`src/hw/fdcfg_pkg.sv`:
```
package fdcfg_pkg;

    // ----------------------------------------------------------------
    // register indices
    // ----------------------------------------------------------------
    localparam logic [7:0] IDX_MODE   = 8'hF0;
    localparam logic [7:0] IDX_OPTION = 8'hF1;
    localparam logic [7:0] IDX_DTYPE  = 8'hF2;
    localparam logic [7:0] IDX_RSVD   = 8'hF3;
    localparam logic [7:0] IDX_DRV0   = 8'hF4;
    localparam logic [7:0] IDX_DRV1   = 8'hF5;

    // ----------------------------------------------------------------
    // reset values
    // ----------------------------------------------------------------
    localparam logic [7:0] RST_MODE   = 8'h0E;
    localparam logic [7:0] RST_OPTION = 8'h00;
    localparam logic [7:0] RST_DTYPE  = 8'hFF;
    localparam logic [7:0] RST_DRV    = 8'h00;

    // ----------------------------------------------------------------
    // writable bit masks
    // ----------------------------------------------------------------
    localparam logic [7:0] WMASK_MODE   = 8'hCF;
    localparam logic [7:0] WMASK_OPTION = 8'h0D;
    localparam logic [7:0] WMASK_DTYPE  = 8'hFF;
    localparam logic [7:0] WMASK_DRV    = 8'h5B;

    // ----------------------------------------------------------------
    // field positions
    // ----------------------------------------------------------------
    localparam int MODE_ENH_BIT     = 0;
    localparam int MODE_NOBURST_BIT = 1;
    localparam int MODE_IF_LO       = 2;
    localparam int MODE_PUSHPULL    = 6;
    localparam int MODE_TRISTATE    = 7;
    localparam int OPT_FWP_BIT      = 0;
    localparam int OPT_DENS_LO      = 2;
    localparam int DRV_TYPE_LO      = 0;
    localparam int DRV_RATE_LO      = 3;
    localparam int DRV_PRECOMP_BIT  = 6;

    // ----------------------------------------------------------------
    // encodings
    // ----------------------------------------------------------------
    localparam logic [1:0] IFM_AT      = 2'b11;
    localparam logic [1:0] DENS_FORCE1 = 2'b10;
    localparam logic [1:0] DENS_FORCE0 = 2'b11;

    typedef enum logic [2:0] {
        ECP_PRINTER = 3'b000, ECP_SPP = 3'b001, ECP_FIFO = 3'b010, ECP_ECP = 3'b011,
        ECP_EPP = 3'b100, ECP_RES = 3'b101, ECP_TEST = 3'b110, ECP_CONFIG = 3'b111
    } fdcfg_ecp_mode_e;

    // ----------------------------------------------------------------
    // carriers
    // ----------------------------------------------------------------
    typedef struct packed {
        logic [7:0] addr;
        logic [7:0] wdata;
        logic       wr;
        logic       rd;
    } fdcfg_bus_s;

    typedef struct packed {
        logic       enhanced_mode;
        logic       non_burst_dma;
        logic [1:0] if_mode;
        logic       push_pull;
        logic       tristate;
        logic [1:0] type_a;
        logic [1:0] type_b;
        logic [1:0] drv0_type;
        logic [1:0] drv0_rate;
        logic       drv0_no_precomp;
        logic [1:0] drv1_type;
        logic [1:0] drv1_rate;
        logic       drv1_no_precomp;
    } fdcfg_cfg_s;

    typedef struct packed {
        logic req;
        logic ack;
    } fdcfg_line_s;

endpackage

```
`src/hw/fdcfg_top.sv`:
```
// Notes on behaviour
// (RULE1) device-local bits also disable irq/dack
// (RULE2) fdc dma-enable low floats irq/dack, ignores dreq
// (RULE3) fdc powered down: irq/dack high impedance
// (RULE4) uart aux output two low floats irq
// (RULE5) spp/epp: parallel irq enable gates irq
// (RULE6) ecp: dma enable gates dreq; mode-coded irq
// (RULE7) registers reset only on hard reset
// (RULE8) mode bit0 enhanced floppy, bit1 non-burst
// (RULE9) mode bits 3:2 interface personality
// (RULE10) mode bit6 push-pull else open drain
// (RULE11) mode bit7 tristates fdc pins, not pp
// (RULE12) forced write protect on drive 0 select
// (RULE13) forced write protect also on pp floppy
// (RULE14) option bits 3:2 density override
// (RULE15) drive-type store, resets to FF
// (RULE16) index F3 reads zero
// (RULE17) drive 0 type, rate, precomp fields
// (RULE18) drive 1 same layout as drive 0
// (RULE19) drive 0 is always boot drive
// (RULE20) unused irq pins held high impedance
// (RULE21) effects next cycle, reserved bits ignore writes; option writes reach density_o and write protect one cycle after that
//
// Local design decision: strobed register access.
`timescale 1ns/1ns

module fdcfg_top
    import fdcfg_pkg::*;
(
    // clock and hard reset
    input  wire logic        core_clk,
    input  wire logic        rst,

    // register port
    input  wire logic [7:0]  reg_addr,
    input  wire logic [7:0]  reg_wdata,
    input  wire logic        reg_wr,
    input  wire logic        reg_rd,
    output logic      [7:0]  reg_rdata,

    // configuration-level enables
    input  wire logic        fdc_cfg_ok,
    input  wire logic        uart1_cfg_ok,
    input  wire logic        uart2_cfg_ok,
    input  wire logic        pp_cfg_ok,

    // floppy local controls
    input  wire logic        floppy_dma_irq_enable,
    input  wire logic        fdc_powered_down,
    input  wire logic        fdc_irq,
    input  wire logic        fdc_dreq,
    input  wire logic        fdc_dack_n,
    output logic             fdc_dreq_core,

    // serial port local controls
    input  wire logic        uart1_aux_output_two,
    input  wire logic        uart2_aux_output_two,
    input  wire logic        uart1_irq,
    input  wire logic        uart2_irq,

    // parallel port local controls
    input  wire logic        pp_ecp_active,
    input  wire logic [2:0]  pp_ecp_mode,
    input  wire logic        parallel_irq_enable,
    input  wire logic        ext_port_dma_enable,
    input  wire logic        pp_irq,
    input  wire logic        pp_dreq,

    // gated host lines: value and output enable
    output logic             fdc_irq_o,
    output logic             fdc_irq_oe,
    output logic             fdc_dack_n_o,
    output logic             fdc_dack_oe,
    output logic             uart1_irq_o,
    output logic             uart1_irq_oe,
    output logic             uart2_irq_o,
    output logic             uart2_irq_oe,
    output logic             pp_irq_o,
    output logic             pp_irq_oe,
    output logic             pp_dreq_o,
    output logic             pp_dreq_oe,

    // floppy drive interface
    input  wire logic        write_protect_n,
    input  wire logic        pp_write_protect_n,
    input  wire logic        drive_select0_n,
    input  wire logic        pp_drive_select0_n,
    input  wire logic        core_density,
    output logic             core_write_protect_n,
    output logic             core_pp_write_protect_n,
    output logic             density_o,
    output logic             fdc_pins_oe,
    output logic             fdc_pins_push_pull,
    output logic             boot_drive,
    output fdcfg_cfg_s       cfg
);

    // ----------------------------------------------------------------
    // register storage
    // ----------------------------------------------------------------
    logic [7:0] mode_q;
    logic [7:0] option_q;
    logic [7:0] dtype_q;
    logic [7:0] drv0_q;
    logic [7:0] drv1_q;
    fdcfg_bus_s bus;

    assign bus = '{addr: reg_addr, wdata: reg_wdata, wr: reg_wr, rd: reg_rd};

    function automatic logic [7:0] merge(input logic [7:0] old_v,
                                         input logic [7:0] new_v,
                                         input logic [7:0] mask);
        merge = (old_v & ~mask) | (new_v & mask);
    endfunction

    function automatic logic wr_hit(input fdcfg_bus_s b, input logic [7:0] idx);
        wr_hit = b.wr && (b.addr == idx);
    endfunction

    // rst is the hard reset only; soft resets never reach here
    always_ff @(posedge core_clk) begin
        if (rst) begin // [RULE7]
            mode_q <= RST_MODE;
        end else if (wr_hit(bus, IDX_MODE)) begin
            mode_q <= merge(mode_q, bus.wdata, WMASK_MODE); // [RULE8] [RULE9] [RULE21]
        end
    end

    always_ff @(posedge core_clk) begin
        if (rst) begin // [RULE7]
            option_q <= RST_OPTION;
        end else if (wr_hit(bus, IDX_OPTION)) begin
            option_q <= merge(option_q, bus.wdata, WMASK_OPTION); // [RULE21]
        end
    end

    always_ff @(posedge core_clk) begin
        if (rst) begin // [RULE7]
            dtype_q <= RST_DTYPE; // [RULE15]
        end else if (wr_hit(bus, IDX_DTYPE)) begin
            dtype_q <= merge(dtype_q, bus.wdata, WMASK_DTYPE); // [RULE15]
        end
    end

    always_ff @(posedge core_clk) begin
        if (rst) begin // [RULE7]
            drv0_q <= RST_DRV;
        end else if (wr_hit(bus, IDX_DRV0)) begin
            drv0_q <= merge(drv0_q, bus.wdata, WMASK_DRV); // [RULE17]
        end
    end

    always_ff @(posedge core_clk) begin
        if (rst) begin // [RULE7]
            drv1_q <= RST_DRV;
        end else if (wr_hit(bus, IDX_DRV1)) begin
            drv1_q <= merge(drv1_q, bus.wdata, WMASK_DRV); // [RULE18]
        end
    end

    // ----------------------------------------------------------------
    // read port
    // ----------------------------------------------------------------
    logic [7:0] rdata_d;

    always_comb begin
        case (bus.addr)
            IDX_MODE:   rdata_d = mode_q;
            IDX_OPTION: rdata_d = option_q;
            IDX_DTYPE:  rdata_d = dtype_q;
            IDX_RSVD:   rdata_d = 8'h00; // [RULE16]
            IDX_DRV0:   rdata_d = drv0_q & WMASK_DRV; // [RULE17]
            IDX_DRV1:   rdata_d = drv1_q & WMASK_DRV; // [RULE18]
            default:    rdata_d = 8'h00;
        endcase
    end

    always_ff @(posedge core_clk) begin
        if (rst) begin
            reg_rdata <= 8'h00;
        end else if (bus.rd) begin
            reg_rdata <= rdata_d;
        end else begin
            reg_rdata <= 8'h00;
        end
    end

    // ----------------------------------------------------------------
    // configuration outputs
    // ----------------------------------------------------------------
    always_comb begin
        cfg.enhanced_mode   = mode_q[MODE_ENH_BIT]; // [RULE8]
        cfg.non_burst_dma   = mode_q[MODE_NOBURST_BIT]; // [RULE8]
        cfg.if_mode         = mode_q[MODE_IF_LO +: 2]; // [RULE9]
        cfg.push_pull       = mode_q[MODE_PUSHPULL];
        cfg.tristate        = mode_q[MODE_TRISTATE];

        cfg.type_a          = dtype_q[1:0];
        cfg.type_b          = dtype_q[3:2];

        cfg.drv0_type       = drv0_q[DRV_TYPE_LO +: 2]; // [RULE17]
        cfg.drv0_rate       = drv0_q[DRV_RATE_LO +: 2];
        cfg.drv0_no_precomp = drv0_q[DRV_PRECOMP_BIT];
        cfg.drv1_type       = drv1_q[DRV_TYPE_LO +: 2]; // [RULE18]
        cfg.drv1_rate       = drv1_q[DRV_RATE_LO +: 2];
        cfg.drv1_no_precomp = drv1_q[DRV_PRECOMP_BIT];
    end

    assign boot_drive         = 1'b0; // [RULE19]
    assign fdc_pins_push_pull = mode_q[MODE_PUSHPULL]; // [RULE10]
    assign fdc_pins_oe        = ~mode_q[MODE_TRISTATE]; // [RULE11]

    // ----------------------------------------------------------------
    // floppy drive lines
    // ----------------------------------------------------------------
    // active-low write protect is forced low while drive 0 selected
    logic force_write_protect;
    assign force_write_protect = option_q[OPT_FWP_BIT];

    always_ff @(posedge core_clk) begin
        if (rst) begin
            core_write_protect_n <= 1'b1;
        end else begin
            core_write_protect_n <= write_protect_n
                & ~(force_write_protect & ~drive_select0_n); // [RULE12]
        end
    end

    always_ff @(posedge core_clk) begin
        if (rst) begin
            core_pp_write_protect_n <= 1'b1;
        end else begin
            core_pp_write_protect_n <= pp_write_protect_n
                & ~(force_write_protect & ~pp_drive_select0_n); // [RULE13]
        end
    end

    always_ff @(posedge core_clk) begin
        if (rst) begin
            density_o <= 1'b0;
        end else begin
            case (option_q[OPT_DENS_LO +: 2]) // [RULE14]
                DENS_FORCE1: density_o <= 1'b1;
                DENS_FORCE0: density_o <= 1'b0;
                default:     density_o <= core_density;
            endcase
        end
    end

    // ----------------------------------------------------------------
    // interrupt and dma gating
    // ----------------------------------------------------------------
    function automatic logic ecp_irq_forced(input logic [2:0] m);
        case (m)
            ECP_FIFO, ECP_ECP, ECP_TEST: ecp_irq_forced = 1'b1;
            default:                     ecp_irq_forced = 1'b0;
        endcase
    endfunction

    logic fdc_en;
    logic uart1_en;
    logic uart2_en;
    logic pp_irq_en;
    logic pp_dma_en;

    // disabled lines float; the pin oe is the enable registered one cycle later
    assign fdc_en = fdc_cfg_ok & floppy_dma_irq_enable & ~fdc_powered_down; // [RULE1] [RULE2] [RULE3]
    assign uart1_en = uart1_cfg_ok & uart1_aux_output_two; // [RULE4] [RULE1]
    assign uart2_en = uart2_cfg_ok & uart2_aux_output_two; // [RULE4] [RULE1]
    assign pp_irq_en = pp_cfg_ok & (pp_ecp_active
        ? (ecp_irq_forced(pp_ecp_mode) | parallel_irq_enable) // [RULE6]
        : parallel_irq_enable); // [RULE5]
    assign pp_dma_en = pp_cfg_ok & pp_ecp_active & ext_port_dma_enable; // [RULE6]

    always_ff @(posedge core_clk) begin
        if (rst) begin // [RULE20]
            fdc_irq_oe <= 1'b0;
        end else begin
            fdc_irq_oe <= fdc_en; // [RULE1] [RULE2] [RULE3]
        end
    end

    always_ff @(posedge core_clk) begin
        if (rst) begin
            fdc_irq_o <= 1'b0;
        end else begin
            fdc_irq_o <= fdc_irq & fdc_en;
        end
    end

    always_ff @(posedge core_clk) begin
        if (rst) begin // [RULE20]
            fdc_dack_oe <= 1'b0;
        end else begin
            fdc_dack_oe <= fdc_en; // [RULE2] [RULE3]
        end
    end

    always_ff @(posedge core_clk) begin
        if (rst) begin
            fdc_dack_n_o <= 1'b1;
        end else begin
            fdc_dack_n_o <= fdc_dack_n | ~fdc_en;
        end
    end

    always_ff @(posedge core_clk) begin
        if (rst) begin
            fdc_dreq_core <= 1'b0;
        end else begin
            fdc_dreq_core <= fdc_dreq & fdc_en; // [RULE2]
        end
    end

    always_ff @(posedge core_clk) begin
        if (rst) begin // [RULE20]
            uart1_irq_oe <= 1'b0;
        end else begin
            uart1_irq_oe <= uart1_en; // [RULE4]
        end
    end

    always_ff @(posedge core_clk) begin
        if (rst) begin
            uart1_irq_o <= 1'b0;
        end else begin
            uart1_irq_o <= uart1_irq & uart1_en;
        end
    end

    always_ff @(posedge core_clk) begin
        if (rst) begin // [RULE20]
            uart2_irq_oe <= 1'b0;
        end else begin
            uart2_irq_oe <= uart2_en; // [RULE4]
        end
    end

    always_ff @(posedge core_clk) begin
        if (rst) begin
            uart2_irq_o <= 1'b0;
        end else begin
            uart2_irq_o <= uart2_irq & uart2_en;
        end
    end

    always_ff @(posedge core_clk) begin
        if (rst) begin // [RULE20]
            pp_irq_oe <= 1'b0;
        end else begin
            pp_irq_oe <= pp_irq_en; // [RULE5] [RULE6]
        end
    end

    always_ff @(posedge core_clk) begin
        if (rst) begin
            pp_irq_o <= 1'b0;
        end else begin
            pp_irq_o <= pp_irq & pp_irq_en;
        end
    end

    always_ff @(posedge core_clk) begin
        if (rst) begin // [RULE20]
            pp_dreq_oe <= 1'b0;
        end else begin
            pp_dreq_oe <= pp_dma_en; // [RULE6]
        end
    end

    always_ff @(posedge core_clk) begin
        if (rst) begin
            pp_dreq_o <= 1'b0;
        end else begin
            pp_dreq_o <= pp_dreq & pp_dma_en;
        end
    end

endmodule // fdcfg_top

```
`config.mk`:
```
export PLATFORM = sky130hd
export DESIGN_NAME = fdcfg_top
export DESIGN_NICKNAME = d
export VERILOG_FILES = /design/src/hw/fdcfg_pkg.sv /design/src/hw/fdcfg_top.sv
export SDC_FILE = /design/constraint.sdc
export NUM_CORES = 1
export LEC_CHECK = 0
export ABC_AREA = 1
export ABC_CLOCK_PERIOD_IN_PS = 1300
export BUFFER_PORTS_ARGS = -buffer_cell sky130_fd_sc_hd__buf_2
export CORE_ASPECT_RATIO = 1.5
export CORE_UTILIZATION = 50
export CTS_CLUSTER_DIAMETER = 40
export DETAILED_ROUTE_END_ITERATION = 10
export PLACE_DENSITY = 0.84
export SYNTH_ARGS = -nofsm -noshare
export SYNTH_HDL_FRONTEND = slang
export SYNTH_SLANG_ARGS = --single-unit
```
`constraint.sdc`:
```
create_clock -name core_clk -period 1.3 [get_ports core_clk]
set_input_delay 0 -clock core_clk [delete_from_list [all_inputs] [get_ports core_clk]]
set_output_delay 0 -clock core_clk [all_outputs]
set_load 0.01 [all_outputs]
```
==> results.yml <==
status:
  outcome: "completed"
setup_path:
  end_kind: "flip-flop"
  path_class: "flip-flop to flip-flop"
  critPathSlowestCell: "dlygate4sd3_1"
  cp.depth: 4
  startpoint_type: "flip-flop"
  crit_start: "option_q[0]$_SDFFE_PP0P_"
  path_cells: "inv_1, o21ai_1, dlygate4sd3_1, nand2_1"
  required_ns: 1.49
  cpLargestDelayFamily: "buffers and inverters"
  rrSetupSlack_ns: 0.02
  r2r-start: "option_q[0]$_SDFFE_PP0P_"
  reg2regPathDepth: 4
  crit_buf_inv: 2
  cp_data_arrival_time_ns: 1.47
  cp_max_fo: 3
  crit_end: "core_write_protect_n$_SDFF_PP1_"
  r2r_end: "core_write_protect_n$_SDFF_PP1_"
  cpPeakStageDelay_ns: 0.56
timing:
  setup_viol: 0
  skew_ns: 0.00236
  slew_violations: 0
  fin_hold_ws_ns: 0.0240
  fmax_mhz: 778
  period_share_pct: 98.8
  hold_viol_final: 0
  tns_ns: 0
  finalCriticalPeriod_ns: 1.28
synth:
  synth_cell_type_count: 26
  avgSynthCellArea_um2: 8.00
  syn-num-nets: 309
  syn_area_um2: 2100
  syn-instance-count: 263
  yosysWarnings: 0
  ys_seq_area_share_pct: 47.6
  ys_ff_latch: 50
clock_network:
  cts-htree-levels: 2
  cts_tree: "done"
  numClockSinks: 50
  root_buffer: "clkbuf_8"
  cts_buffer_depth: 2
  insertion_delay_ns: 0.30
  path_clk_slew_ns: 0.09
  cts_buffers: 5
finish:
  final_cell_area_um2: 2970
  area_growth_pct: 41.1
  drive_above_1_share_pct: 33.8
  num-nets-final: 430
  finalCoreUtilization_pct: 74.4
  num_antenna_cells: 0
place:
  gp_congestion: 0.856
  hpwl_mm: 3.72
  io_buffers: 91
  placed_cell_area_um2: 2550
floorplan:
  start_util_pct: 52.7
  core-area_um2: 3990
  io_pins: 93
  die_width_um: 55.0
  fp.dieH_um: 81.5
  row_count: 28
  dieArea_um2: 4480
global_route:
  track_usage_pct: 27.1
  grt-ovfl-total: 0
  grt_max_degree: 19
  grt_pass1_vias: 2011
  antenna_found_initial: 0
  grt_pass1_wl_mm: 8.75
detailed_routing:
  drt_iter0_drc: 62
  ant_nets: 0
  drt_pass1_iterations: 4
  vias: 2195
  wirelength_mm: 5.83
  post_drt_wl_per_cell_um: 13.5
  drcViolationCount: 0
  viasPerCell: 5.10
power_and_ir_drop:
  peakVddDrop_uv: 1020
  powerDensity_nw_per_um2: 941
  leakage_uw: 0.00143
hold_path:
  hold_path.class: "input port to flip-flop"
job:
  max_cap_violations: 0
==> flip-flops by register name (all words and copies together) (netlist names), 3 cells and up <==
name       cells
drv0_q         5
drv1_q         5
reg_rdata      8
option_q       3
mode_q         6
dtype_q        8
==> power by group <==
part | switching (uW) | internal (uW)
Clock | 492 | 430
Combinational | 164 | 158
Sequential | 4.89 | 1550
Total | 661 | 2130
==> placed cells by master (no fill, tap or decap), types with 2 or more instances in the layout <==
| cell | instances |
|---|---|
| a21oi_1 | 17 |
| buf_2 | 91 |
| buf_4 | 8 |
| clkbuf_8 | 6 |
| dfxtp_1 | 49 |
| dlygate4sd3_1 | 29 |
| inv_1 | 24 |
| inv_2 | 4 |
| nand2_1 | 45 |
| nand2_2 | 5 |
| nand3_1 | 32 |
| nand3_4 | 2 |
| nand4_1 | 7 |
| nor2_1 | 24 |
| nor2_2 | 2 |
| nor2_4 | 5 |
| nor3b_1 | 4 |
| o211ai_1 | 5 |
| o21ai_0 | 13 |
==> metrics by stage <==
stage	setup WS [ns]	cells	total power [uW]
3_3_place_gp	0.190	390	1810
2_1_floorplan	0.448	263	1700
5_1_grt	-0.0649	430	2890
4_1_cts	0.0450	430	2780
3_5_place_dp	0.179	390	1820
6_report	0.0155	430	2800
==> routing by layer <==
metal / track usage (%) / up-vias / wire length, um
met5: 0 / - / 0
met4: 10.0 / 0 / 98
met3: 5.56 / 11 / 330
met2: 48.7 / 87 / 3170
met1: 30.0 / 1004 / 2230
li1: - / 1093 / -
==> cell type report <==
cell class	count	area, um2
fillers	296	1020
repair buffers	129	818
well taps	45	56.3
clock buffers	7	86.3
flip-flops and latches	50	1000
inverters	28	105
clock inverters	1	5.00
multi-input cells	170	897
==> timing repair <==
item / in CTS / in global routing
setup buffers: 0 / 2
setup endpoints to repair: 0 / 5
resized for setup: 0 / 7
hold endpoints to repair: 28 / 0
hold buffers: 32 / 0
==> how the worst min path moves through the flow <==
| stage | from | endpoint | slack [ns] | depth (start not counted) |
|---|---|---|---|---|
| 6_report | rst | mode_q[6]$_SDFFE_PP0P_ | 0.02 | 2 |
| 5_1_grt | rst | mode_q[0]$_SDFFE_PP0P_ | 0.03 | 2 |
| 4_1_cts | rst | drv0_q[1]$_SDFFE_PP0P_ | 0.01 | 2 |
| 3_5_place_dp | fdc_dack_n | fdc_dack_n_o$_SDFF_PP1_ | 0.19 | 2 |
| 3_3_place_gp | fdc_dack_n | fdc_dack_n_o$_SDFF_PP1_ | 0.19 | 2 |
| 2_1_floorplan | rst | uart2_irq_o$_SDFF_PP0_ | 0.08 | 1 |
==> synth_stat cells <==
cell type | instances | area share [%]
a31oi_1 | 1 | 0.30
nor2_4 | 5 | 2.7
buf_6 | 4 | 2.1
o211ai_1 | 5 | 1.8
nand3_4 | 2 | 1.7
dfxtp_1 | 50 | 48
a21oi_1 | 17 | 4.0
o2111ai_1 | 1 | 0.42
nand3_1 | 32 | 7.6
nand3_2 | 1 | 0.48
clkbuf_1 | 3 | 0.54
buf_4 | 7 | 2.5
inv_1 | 24 | 4.3
nor2_8 | 1 | 0.95
nand2_1 | 45 | 8.0
nor2_2 | 1 | 0.30
nor2_1 | 25 | 4.5
nand4_1 | 7 | 2.1
or2_2 | 1 | 0.30
nand2_2 | 5 | 1.5
conb_1 | 1 | 0.18
o21ai_0 | 15 | 3.6
nand2b_1 | 1 | 0.30
inv_2 | 4 | 0.71
nor3b_1 | 4 | 1.4
buf_2 | 1 | 0.24
==> cell families after synthesis <==
kind of cell / synth area share, %
buffers and inverters: 10.4
AO/OA/AOI/OAI: 10.1
AND/OR/NAND/NOR: 31.7
flip-flops: 47.6
other: 0.178
Power figures use the tool's default switching activity.
